## src/shared/spl_map.vh

```
// Register offsets, field positions, reset values and timing for sector guard
`ifndef SPL_MAP_VH
`define SPL_MAP_VH

// Register byte offsets
`define SPL_OFF_CMD        8'h00
`define SPL_OFF_STATUS     8'h04
`define SPL_OFF_PWD_LO     8'h08
`define SPL_OFF_PWD_HI     8'h0C
`define SPL_OFF_SECT_QUERY 8'h10
`define SPL_OFF_BLK_GUARD  8'h14
`define SPL_OFF_MODE       8'h18

// Command register fields
`define SPL_CMD_OP_LSB     0
`define SPL_CMD_OP_MSB     3
`define SPL_CMD_SECT_LSB   8
`define SPL_CMD_VAL_BIT    16
`define SPL_CMD_MODE_LSB   17
`define SPL_CMD_MODE_MSB   18

// Command codes
`define SPL_OP_PSB_PROG    4'h1
`define SPL_OP_PSB_ERASE   4'h2
`define SPL_OP_DSB_WRITE   4'h3
`define SPL_OP_LOCK_CLEAR  4'h4
`define SPL_OP_PWD_UNLOCK  4'h5
`define SPL_OP_MODE_PROG   4'h6
`define SPL_OP_PWD_PROG    4'h7
`define SPL_OP_SOFT_RESET  4'h8
`define SPL_OP_ARRAY_CHECK 4'h9
`define SPL_OP_CLEAR_ERR   4'hA

// Status register fields
`define SPL_ST_BUSY        0
`define SPL_ST_PERR        1
`define SPL_ST_LOCK        2
`define SPL_ST_MODE_LSB    3
`define SPL_ST_MODE_MSB    4
`define SPL_ST_GUARD       5

// Block guard register fields
`define SPL_BG_BITS_MSB    2
`define SPL_BG_BOTTOM      3
`define SPL_BG_SWLOCK      7

// Protection mode encodings, bits 2:1
`define SPL_MODE_DEFAULT   2'b11
`define SPL_MODE_PERSIST   2'b10
`define SPL_MODE_PASSWORD  2'b01
`define SPL_MODE_ILLEGAL   2'b00

// Reset values
`define SPL_RST_PWD        64'hFFFF_FFFF_FFFF_FFFF
`define SPL_RST_LOCK       1'b1

// Times in microseconds and clock rate in MHz
`define SPL_UNLOCK_DELAY_US 100
`define SPL_PAGE_PROG_US    200
`define SPL_SECT_ERASE_US   500000
`define SPL_CLK_MHZ         125

// AXI responses
`define SPL_RESP_OKAY      2'b00
`define SPL_RESP_SLVERR    2'b10

`endif

```

## src/verilog/spl_sector_protection.v

```verilog
// Sector program/erase protection logic with an AXI4-Lite register slave
// What this block does
// - Guard pin low with block guard lock bit 7 set rejects block guard writes.
// - Sector is protected when block guard range or sector guard protects it.
// - Each sector has persistent and dynamic bit; either zero blocks changes.
// - Persistent bits cannot be programmed or erased while lock is zero.
// - Persistent mode sets lock to one on power-on or hardware reset.
// - Persistent mode: no command sets lock; it stays zero until reset.
// - Password mode clears lock to zero on hardware reset; power-on reset sets lock to one and mode to default.
// - In password mode, matching supplied 64-bit password against hidden one sets lock to one.
// - Mode bits 11 default, 10 persistent, 01 password; 00 programming fails.
// - Once a mode bit is programmed, mode and password programming blocked.
// - Unconfigured part starts in persistent mode with all sectors open.
// - Mode programming takes a page program time, busy flag shows it.
// - Persistent bits program singly to zero, erase together to one.
// - Persistent bit program or erase with lock zero fails, nothing changes.
// - Status stays readable during persistent bit work; erase takes long.
// - Query command returns the persistent bit of an addressed sector.
// - Dynamic write clears or sets bit; only matters when persistent is one.
// - Password mode sets lock only by successful password unlock.
// - Dynamic bits return unprotected on power, software or hardware reset.
// - Unprotected only if both bits one; dynamic always writable.
// - Software reset leaves the lock unchanged.
// - In password mode, password mismatch sets program error and sets busy for the unlock delay.
// - Unlock accepted at most once per 100 us; match skips the delay.
`timescale 1ns/10ps
`include "spl_map.vh"

module spl_sector_protection #(
	parameter integer NUM_SECT     = 256,
	parameter integer SECT_W       = 8,
	parameter integer UNLOCK_CYC   = `SPL_UNLOCK_DELAY_US * `SPL_CLK_MHZ,
	parameter integer PAGE_CYC     = `SPL_PAGE_PROG_US * `SPL_CLK_MHZ,
	parameter integer ERASE_CYC    = `SPL_SECT_ERASE_US * `SPL_CLK_MHZ
) (
	input  wire        sys_clk,
	input  wire        rst,
	input  wire        wrGuardN,
	input  wire        hwRstN,
	input  wire [7:0]  s_axi_awaddr,
	input  wire        s_axi_awvalid,
	output wire        s_axi_awready,
	input  wire [31:0] s_axi_wdata,
	input  wire [3:0]  s_axi_wstrb,
	input  wire        s_axi_wvalid,
	output wire        s_axi_wready,
	output reg  [1:0]  s_axi_bresp,
	output reg         s_axi_bvalid,
	input  wire        s_axi_bready,
	input  wire [7:0]  s_axi_araddr,
	input  wire        s_axi_arvalid,
	output wire        s_axi_arready,
	output reg  [31:0] s_axi_rdata,
	output reg  [1:0]  s_axi_rresp,
	output reg         s_axi_rvalid,
	input  wire        s_axi_rready,
	output reg         sectorGuarded
);

	// Block guard range: bits n of 1 to 7 protect 1/2^(7-n) of sectors at top or bottom, 0 protects none
	function blkHit;
		input [2:0]        bits;
		input              bottom;
		input [SECT_W-1:0] sect;
		reg   [SECT_W:0]   span;
		begin
			span = NUM_SECT[SECT_W:0] >> (3'd7 - bits);
			if (bits == 3'd0)
				blkHit = 1'b0;
			else if (bottom)
				blkHit = ({1'b0, sect} < span);
			else
				blkHit = ({1'b0, sect} >= NUM_SECT[SECT_W:0] - span);
		end
	endfunction

	// Synchronisers for the guard pin and hardware reset pin
	reg  [1:0]        guardSync_q;
	reg  [1:0]        hwRstSync_q;
	// Protection state
	reg  [NUM_SECT-1:0] psb_q;
	reg  [NUM_SECT-1:0] dsb_q;
	reg               lock_q;
	reg  [1:0]        mode_q;
	reg  [63:0]       hiddenPwd_q;
	reg  [63:0]       suppliedPwd_q;
	reg  [2:0]        blkBits_q;
	reg               blkBottom_q;
	reg               swLock_q;
	reg  [SECT_W-1:0] querySect_q;
	// Operation status
	reg               busy_q;
	reg               perr_q;
	reg  [31:0]       busyCnt_q;
	// AXI write holding
	reg               awHeld_q;
	reg  [7:0]        awAddr_q;
	reg               wHeld_q;
	reg  [31:0]       wData_q;
	reg  [3:0]        wStrb_q;

	wire              guardLevelN;
	wire              hwRstActive;
	wire              regGuard;
	wire              doWrite;
	wire [3:0]        cmdOp;
	wire [SECT_W-1:0] cmdSect;
	wire              cmdVal;
	wire [1:0]        cmdMode;
	wire              cmdTake;
	wire              pwdModeSel;
	wire              querySectGuard;
	wire              queryBlk;
	wire              cmdSectGuard;
	reg  [31:0]       rdMux;
	reg               rdHit;

	assign guardLevelN = guardSync_q[1];
	assign hwRstActive = ~hwRstSync_q[1];
	assign regGuard    = ~guardLevelN & swLock_q;
	assign pwdModeSel  = (mode_q == `SPL_MODE_PASSWORD);

	assign cmdOp   = wData_q[`SPL_CMD_OP_MSB:`SPL_CMD_OP_LSB];
	assign cmdSect = wData_q[`SPL_CMD_SECT_LSB +: SECT_W];
	assign cmdVal  = wData_q[`SPL_CMD_VAL_BIT];
	assign cmdMode = wData_q[`SPL_CMD_MODE_MSB:`SPL_CMD_MODE_LSB];

	// Combined protection: block range OR either sector bit zero
	assign queryBlk = blkHit(blkBits_q, blkBottom_q, querySect_q);
	assign querySectGuard = queryBlk | ~psb_q[querySect_q]
		| ~dsb_q[querySect_q];
	assign cmdSectGuard = blkHit(blkBits_q, blkBottom_q, cmdSect)
		| ~psb_q[cmdSect] | ~dsb_q[cmdSect];

	// Registered copy of the queried sector's protection for the pin
	always @(posedge sys_clk or posedge rst) begin
		if (rst)
			sectorGuarded <= 1'b0;
		else
			sectorGuarded <= querySectGuard;
	end

	// AXI handshakes: address and data taken in any order
	assign s_axi_awready = ~awHeld_q;
	assign s_axi_wready  = ~wHeld_q;
	assign doWrite = awHeld_q & wHeld_q & ~s_axi_bvalid;
	assign s_axi_arready = ~s_axi_rvalid;
	assign cmdTake = doWrite & (awAddr_q == `SPL_OFF_CMD) & wStrb_q[0]
		& ~busy_q;

	// Two-flop synchronisers for pin inputs
	always @(posedge sys_clk or posedge rst) begin
		if (rst) begin
			guardSync_q <= 2'b11;
			hwRstSync_q <= 2'b11;
		end else begin
			guardSync_q <= {guardSync_q[0], wrGuardN};
			hwRstSync_q <= {hwRstSync_q[0], hwRstN};
		end
	end

	// AXI write channel capture and response
	always @(posedge sys_clk or posedge rst) begin
		if (rst) begin
			awHeld_q     <= 1'b0;
			awAddr_q     <= 8'h00;
			wHeld_q      <= 1'b0;
			wData_q      <= 32'h0000_0000;
			wStrb_q      <= 4'h0;
			s_axi_bvalid <= 1'b0;
			s_axi_bresp  <= `SPL_RESP_OKAY;
		end else begin
			if (s_axi_awvalid & ~awHeld_q) begin
				awHeld_q <= 1'b1;
				awAddr_q <= s_axi_awaddr;
			end
			if (s_axi_wvalid & ~wHeld_q) begin
				wHeld_q <= 1'b1;
				wData_q <= s_axi_wdata;
				wStrb_q <= s_axi_wstrb;
			end
			if (doWrite) begin
				s_axi_bvalid <= 1'b1;
				awHeld_q     <= 1'b0;
				wHeld_q      <= 1'b0;
				case (awAddr_q)
				`SPL_OFF_CMD, `SPL_OFF_PWD_LO, `SPL_OFF_PWD_HI,
				`SPL_OFF_SECT_QUERY, `SPL_OFF_BLK_GUARD,
				`SPL_OFF_STATUS, `SPL_OFF_MODE: begin
					s_axi_bresp <= `SPL_RESP_OKAY;
				end
				default: begin
					s_axi_bresp <= `SPL_RESP_SLVERR;
				end
				endcase
			end else if (s_axi_bvalid & s_axi_bready) begin
				s_axi_bvalid <= 1'b0;
			end
		end
	end

	// Plain registers written by software
	always @(posedge sys_clk or posedge rst) begin : swRegs
		integer i;
		if (rst) begin
			suppliedPwd_q <= 64'h0000_0000_0000_0000;
			blkBits_q     <= 3'b000;
			blkBottom_q   <= 1'b0;
			swLock_q      <= 1'b0;
			querySect_q   <= {SECT_W{1'b0}};
		end else if (doWrite) begin
			for (i = 0; i < 4; i = i + 1) begin
				if (wStrb_q[i] && awAddr_q == `SPL_OFF_PWD_LO)
					suppliedPwd_q[8*i +: 8] <= wData_q[8*i +: 8];
				if (wStrb_q[i] && awAddr_q == `SPL_OFF_PWD_HI)
					suppliedPwd_q[32+8*i +: 8] <= wData_q[8*i +: 8];
			end
			if (awAddr_q == `SPL_OFF_SECT_QUERY && wStrb_q[0])
				querySect_q <= wData_q[SECT_W-1:0];
			if (awAddr_q == `SPL_OFF_BLK_GUARD && wStrb_q[0]
				&& !regGuard) begin
				blkBits_q   <= wData_q[`SPL_BG_BITS_MSB:0];
				blkBottom_q <= wData_q[`SPL_BG_BOTTOM];
				swLock_q    <= wData_q[`SPL_BG_SWLOCK];
			end
		end
	end

	// Command execution, protection bits, lock and busy timing
	always @(posedge sys_clk or posedge rst) begin
		if (rst) begin
			psb_q       <= {NUM_SECT{1'b1}};
			dsb_q       <= {NUM_SECT{1'b1}};
			lock_q      <= `SPL_RST_LOCK;
			mode_q      <= `SPL_MODE_DEFAULT;
			hiddenPwd_q <= `SPL_RST_PWD;
			busy_q      <= 1'b0;
			perr_q      <= 1'b0;
			busyCnt_q   <= 32'h0000_0000;
		end else if (hwRstActive) begin
			dsb_q     <= {NUM_SECT{1'b1}};
			lock_q    <= ~pwdModeSel;
			busy_q    <= 1'b0;
			perr_q    <= 1'b0;
			busyCnt_q <= 32'h0000_0000;
		end else begin
			// Busy countdown ends the running operation
			if (busy_q) begin
				if (busyCnt_q == 32'h0000_0000)
					busy_q <= 1'b0;
				else
					busyCnt_q <= busyCnt_q - 32'h0000_0001;
			end
			if (cmdTake) begin
				case (cmdOp)
				`SPL_OP_PSB_PROG: begin
					if (lock_q) begin
						psb_q[cmdSect] <= 1'b0;
						busy_q    <= 1'b1;
						busyCnt_q <= PAGE_CYC - 1;
					end else begin
						perr_q <= 1'b1;
					end
				end
				`SPL_OP_PSB_ERASE: begin
					if (lock_q) begin
						psb_q     <= {NUM_SECT{1'b1}};
						busy_q    <= 1'b1;
						busyCnt_q <= ERASE_CYC - 1;
					end else begin
						perr_q <= 1'b1;
					end
				end
				`SPL_OP_DSB_WRITE: begin
					dsb_q[cmdSect] <= cmdVal;
				end
				`SPL_OP_LOCK_CLEAR: begin
					lock_q <= 1'b0;
				end
				`SPL_OP_PWD_UNLOCK: begin
					if (!pwdModeSel) begin
						perr_q <= 1'b1;
					end else if (suppliedPwd_q == hiddenPwd_q) begin
						lock_q <= 1'b1;
					end else begin
						perr_q    <= 1'b1;
						busy_q    <= 1'b1;
						busyCnt_q <= UNLOCK_CYC - 1;
					end
				end
				`SPL_OP_MODE_PROG: begin
					if (mode_q != `SPL_MODE_DEFAULT
						|| cmdMode == `SPL_MODE_ILLEGAL) begin
						perr_q <= 1'b1;
					end else begin
						mode_q    <= mode_q & cmdMode;
						busy_q    <= 1'b1;
						busyCnt_q <= PAGE_CYC - 1;
					end
				end
				`SPL_OP_PWD_PROG: begin
					if (mode_q != `SPL_MODE_DEFAULT) begin
						perr_q <= 1'b1;
					end else begin
						hiddenPwd_q <= hiddenPwd_q & suppliedPwd_q;
						busy_q      <= 1'b1;
						busyCnt_q   <= PAGE_CYC - 1;
					end
				end
				`SPL_OP_SOFT_RESET: begin
					dsb_q <= {NUM_SECT{1'b1}};
				end
				`SPL_OP_ARRAY_CHECK: begin
					if (cmdSectGuard) begin
						perr_q <= 1'b1;
					end else begin
						busy_q    <= 1'b1;
						busyCnt_q <= PAGE_CYC - 1;
					end
				end
				`SPL_OP_CLEAR_ERR: begin
					perr_q <= 1'b0;
				end
				default: begin
					perr_q <= perr_q;
				end
				endcase
			end
		end
	end

	// Read decode; status and query reflect live protection state
	always @* begin
		rdMux = 32'h0000_0000;
		rdHit = 1'b1;
		case (s_axi_araddr)
		`SPL_OFF_CMD: begin
			rdMux = 32'h0000_0000;
		end
		`SPL_OFF_STATUS: begin
			rdMux[`SPL_ST_BUSY] = busy_q;
			rdMux[`SPL_ST_PERR] = perr_q;
			rdMux[`SPL_ST_LOCK] = lock_q;
			rdMux[`SPL_ST_MODE_MSB:`SPL_ST_MODE_LSB] = mode_q;
			rdMux[`SPL_ST_GUARD] = regGuard;
		end
		`SPL_OFF_PWD_LO: begin
			rdMux = suppliedPwd_q[31:0];
		end
		`SPL_OFF_PWD_HI: begin
			rdMux = suppliedPwd_q[63:32];
		end
		`SPL_OFF_SECT_QUERY: begin
			rdMux[0] = psb_q[querySect_q];
			rdMux[1] = dsb_q[querySect_q];
			rdMux[2] = querySectGuard;
			rdMux[3] = queryBlk;
			rdMux[8 +: SECT_W] = querySect_q;
		end
		`SPL_OFF_BLK_GUARD: begin
			rdMux[`SPL_BG_BITS_MSB:0] = blkBits_q;
			rdMux[`SPL_BG_BOTTOM]     = blkBottom_q;
			rdMux[`SPL_BG_SWLOCK]     = swLock_q;
		end
		`SPL_OFF_MODE: begin
			rdMux[2:1] = mode_q;
			rdMux[0]   = 1'b1;
		end
		default: begin
			rdHit = 1'b0;
		end
		endcase
	end

	// AXI read channel: answer one cycle after address taken
	always @(posedge sys_clk or posedge rst) begin
		if (rst) begin
			s_axi_rvalid <= 1'b0;
			s_axi_rdata  <= 32'h0000_0000;
			s_axi_rresp  <= `SPL_RESP_OKAY;
		end else if (s_axi_arvalid & ~s_axi_rvalid) begin
			s_axi_rvalid <= 1'b1;
			s_axi_rdata  <= rdMux;
			s_axi_rresp  <= rdHit ? `SPL_RESP_OKAY : `SPL_RESP_SLVERR;
		end else if (s_axi_rvalid & s_axi_rready) begin
			s_axi_rvalid <= 1'b0;
		end
	end

endmodule // spl_sector_protection

```

## config.mk

```make
export PLATFORM = sky130hd
export DESIGN_NAME = spl_sector_protection
export DESIGN_NICKNAME = d
export VERILOG_FILES = /design/src/verilog/spl_sector_protection.v
export VERILOG_INCLUDE_DIRS = /design/src /design/src/shared
export SDC_FILE = /design/constraint.sdc
export NUM_CORES = 2
export LEC_CHECK = 0
export ABC_AREA = 0
export BUFFER_PORTS_ARGS = -buffer_cell sky130_fd_sc_hd__buf_2
export CORE_ASPECT_RATIO = 0.8
export CORE_UTILIZATION = 50
export DETAILED_ROUTE_END_ITERATION = 8
export PLACE_DENSITY = 0.66
export SETUP_SLACK_MARGIN = 0.05
export SKIP_CTS_REPAIR_TIMING = 1
export SYNTH_ARGS = -nofsm -noshare
export SYNTH_HDL_FRONTEND = slang
export SYNTH_SLANG_ARGS = --single-unit
```

## constraint.sdc

```tcl
create_clock -name sys_clk -period 24.3 [get_ports sys_clk]
set_clock_uncertainty 0.05 [all_clocks]
set_input_delay 0 -clock sys_clk [delete_from_list [all_inputs] [get_ports sys_clk]]
set_output_delay 0 -clock sys_clk [all_outputs]
set_load 0.05 [all_outputs]
```

==> results.md <==
- The H-tree depth is 3.
- The number of hold violations in the final report is 0.
- The root buffer cell is clkbuf_16.
- The overall routing resource usage is 0.3114.
- At the pin with the least slew margin, the transition time is 1318 ps.
- The highest ir drop seen on vdd is 0.08687 mV.
- The maximum fanout along the worst path is between 40 and 50.
- The critical path goes through buf_4, buf_4, buf_4, mux4_2, mux4_2, mux2i_1, o211ai_1, a21o_1, o21ai_0, nor2_1, a31oi_1.
- In the routed layout, each cell is associated on average with a via count of 6.702.
- In this run, synthesis inferred 0 flip-flops with an integrated enable.
- The routed length per instance is between 20 and 30 um.
- TritonCTS created 80 clock buffers.
- The via count is around 32k.
- For this design the static power due to leakage is 19.03 nW.
- The share of the synthesized area in the top cell type is 0.3663.
- The kind of end point of the critical path is a flip-flop.
- The netlist uses 73 different library cells.
- The fraction of final layout cells with drive strength greater than 1 is 0.3479.
- Data on the critical path is required at its endpoint by 24810 ps.
- By instance count, the cell type seen most on the critical path is buf_4.
- By area the synthesized netlist is led by dfstp_2, dfrtp_1, mux4_2, o21ai_0, mux2_2.
- The maximum buffer depth of the clock tree is 3.
- After clock tree synthesis, the clock-pin slew on the worst setup and hold paths is 60 ps.
- The clock tree from TritonCTS is yes.
- The synthesized netlist occupies a cell area of around 0.042 mm^2.
- Leaving out filler cells and counting taps, the final layout contains ~4.8k.
- On the worst path, the slowest cell contributes a delay of around 800 ps.
- The last weighted congestion value of the routability-driven placer is between 0.8 and 0.9.
- The first-pass GRT wire length is 199900 um.
- Of the available clock period, the critical path in the final layout requires 0.2483.
- Counting flops and latches in the post-synthesis netlist gives around 780.
- For this design the ratio of total power to cell area is 86.93 mW/mm^2.
- Subtracting the final worst setup slack from the clock period gives ~6000 ps.
- The internal portion of the total power is 0.002491 W.
- The number of pins exceeding their max-slew limit in the final report came to 0.
- Counting every instance in the synthesized netlist gives 3686.
- The dominant register cell in the synthesized netlist is dfstp_2.
- The share of the Yosys chip area taken by registers is 0.4824.
- The total DRC errors in the routed layout is 0.
- Each instance of the synthesized netlist takes up on average 11.35 um^2.
- The type of the tightest min-delay check is input pin to flip-flop.
- The Yosys warning count is 0.
- dfstp_2 takes more of the synthesized area than any other cell.
- Static timing analysis puts the maximum clock frequency at approximately 170 MHz.
- The total congestion overflow is 0.
- The source-to-sink clock delay at the later pin of the worst-skew pair is 670 ps.
- The die covers 0.08481 mm^2.
- The total negative slack is 0 ps.
- Of the total power, the share spent switching nets is 0.3790.
- The number of fill cells in the layout is 6949.
- The number of global-route vias before repair is 30.96k.
- Setup repair after global routing left no endpoint under its margin.
- Of the total power, the clock network draws 0.326.
- In this run the tool buffered the top-level ports with 100 buffer cells.
- The number of antenna violations at the first check in global routing came to 5.
- During I/O placement, the number of pins put on the boundary was 103.
- The run finished with clean final reports.
- The net switching component of the power is about 0.0015 W.
- The portion of total power attributed to sequential cells is 0.379.
- The HPWL after detailed placement is 77400 um.
- In the synthesized netlist the async set-or-reset flop fraction comes to 1.000.
- The die is 325.3 um wide.
- The category of the critical setup timing path is flip-flop to flip-flop.
- The detailed-routing iteration count for the pre-antenna-repair pass is 8.
- After the last flow step, the layout net total stands at 3795.
- The number of DRC markers after the initial detailed-route iteration is 4063.
- The placed cell count is 4606.
- The data arrival time of the critical path is 6550 ps.
- In this run the vertical extent of the chip is 260.7 um.
- Measured against its own limit, the worst slew margin works out to 0.1188.
- The maximum number of pins on one net before global-route repair is 229.
- In this run the standard cell core region covers 0.08256 mm^2.
- The smallest hold slack is about 16 ps.
- On the critical path, the stage with the largest delay is an instance of dfrtp_4.
- CTS saw between 700 and 800 sinks.
- The number of placement rows is 94.
- For flop-to-flop paths, the worst setup slack is around 18000 ps.
- The detail route stage leaves a number of antenna-violating nets equal to 0.
- The combinational share of power is 0.295.
- The layout-stage area growth over the synthesis result is 10.33%.
- Summed over all layers, the routed wires come to 133200 um.
- The number of endpoints failing setup at the final stage is 0.
- The nature of the critical path startpoint is a flip-flop.
- The effective utilization at floorplan is 0.5065.
- The number of violations of the max-capacitance limit is 0.
[area by class of cell]
class	instances	area [um^2]	share of cell area
clock buffers	117	2372	0.05141
inverters	18	75.07	0.001627
flip-flops and latches	777	20190	0.4376
well taps	1104	1381	0.02994
repair buffers	216	1544	0.03346
multi-input cells	2550	20170	0.4372
diodes	4	10.01	0.0002169
clock inverters	27	395.4	0.008569
[power by group through the flow]
stage,combinational (W),clock [W],sequential [W]
floorplan,0.000765,0,0.00145
global placement,0.00112,0,0.00153
detailed placement,0.00113,0,0.00154
CTS,0.00113,0.00132,0.00152
global route,0.00122,0.00137,0.00153
finish,0.00118,0.00131,0.00152
[path summary, 6_finish.rpt]
kind	startpoint	endpoint	cells after the start
hold / removal	s_axi_araddr[6]	s_axi_rdata[0]$_DFFE_PP0P_	6
setup / recovery	querySect_q[0]$_DFFE_PP0P_	s_axi_rdata[2]$_DFFE_PP0P_	11
hold reg to reg	hwRstSync_q[0]$_DFF_PP1_	hwRstSync_q[1]$_DFF_PP1_	0
setup reg to reg	querySect_q[0]$_DFFE_PP0P_	s_axi_rdata[2]$_DFFE_PP0P_	11
max in group asynchronous	rst	busyCnt_q[17]$_DFF_PP0_	6
min in group asynchronous	rst	psb_q[144]$_DFFE_PP1P_	3
[layer usage]
| layer | vias to the layer above | track usage | routed length, um |
|---|---|---|---|
| met5 | - | 0 | 47 |
| met2 | 1746 | 0.4378 | 56240 |
| met1 | 16382 | 0.4479 | 56420 |
| met4 | 6 | 0.1105 | 4679 |
| li1 | 13798 | - | - |
| met3 | 324 | 0.1031 | 15760 |
[metrics by stage]
step	total power (W)	utilization	cell area [um^2]	setup slack, ps
after floorplan	0.002214	-	41820	3402
after global placement	0.002652	0.5180	42770	18370
after detailed placement	0.002662	0.5180	42770	18330
after CTS	0.003968	0.5516	45540	18290
after global routing	0.004117	0.5587	46130	17940
final	0.004011	0.5588	46140	18270
[worst max-delay path: cells and delay by family, from the launching register on]
family | cells | cell delay, ps
AO/OA/AOI/OAI | 4 | 1060
multiplexers | 3 | 1430
flip-flops | 1 | 810
buffers and inverters | 3 | 2300
AND/OR/NAND/NOR | 1 | 160
[cell usage after synthesis (12+ instances only)]
cell / number
nand2_1: 396
nand3_1: 88
ha_1: 91
nor4_1: 24
nor2_1: 70
nor3_1: 31
o31ai_1: 21
xnor2_1: 17
nand4_1: 27
buf_4: 19
xor2_1: 12
o211ai_1: 266
mux2i_1: 188
dfstp_2: 583
dfrtp_1: 194
mux4_2: 189
o21a_1: 14
nor2b_1: 30
a31oi_1: 12
a22oi_1: 117
nand2b_1: 25
inv_1: 18
buf_2: 42
clkbuf_1: 260
and3_1: 15
o21ai_0: 549
mux2_2: 187
a21oi_1: 38
a221oi_1: 17
[logic make-up (layout without fill, tap and decap cells)]
logic type	after synthesis	after routing	share of synthesized area
flops	777	777	0.4824
buf+inv	360	378	0.03764
fa+ha+maj	92	92	0.02747
xor+xnor	30	30	0.006463
mux	564	564	0.1971
other cells	1	6	0.00008967
simple gates	764	764	0.08566
compound gates	1098	1098	0.1632
[registers in the layout, summed over array words and instances (netlist names), 2 cells and up]
| name | count |
|---|---|
| awAddr_q | 8 |
| blkBits_q | 3 |
| busyCnt_q | 32 |
| dsb_q | 256 |
| guardSync_q | 2 |
| hiddenPwd_q | 64 |
| hwRstSync_q | 2 |
| mode_q | 2 |
| psb_q | 256 |
| querySect_q | 8 |
| s_axi_rdata | 32 |
| suppliedPwd_q | 64 |
| wData_q | 32 |
| wStrb_q | 4 |
[cells in the final DEF (no fill, tap or decap), types with 10 or more instances in the layout]
| cell type | n |
|---|---|
| dfrtp_1 | 189 |
| o21ai_1 | 10 |
| o21ai_0 | 549 |
| nand2_1 | 395 |
| a22o_1 | 11 |
| a21oi_1 | 37 |
| o21a_1 | 14 |
| clkbuf_8 | 21 |
| xor2_1 | 12 |
| ha_1 | 91 |
| clkbuf_16 | 81 |
| o31ai_1 | 21 |
| mux2_2 | 187 |
| a31oi_1 | 12 |
| xnor2_1 | 17 |
| nor2b_1 | 26 |
| nand3_1 | 87 |
| and3_1 | 14 |
| nand2b_1 | 25 |
| mux2i_1 | 188 |
| nand4_1 | 27 |
| buf_2 | 100 |
| nor2_1 | 65 |
| inv_1 | 16 |
| dfstp_2 | 583 |
| mux4_2 | 189 |
| clkbuf_1 | 15 |
| buf_4 | 55 |
| nor4_1 | 24 |
| dlygate4sd3_1 | 59 |
| a22oi_1 | 117 |
| a221oi_1 | 17 |
| nor3_1 | 31 |
| nand2_4 | 10 |
| clkinv_2 | 10 |
| o211ai_1 | 266 |
(Power assumes the default switching activity.)
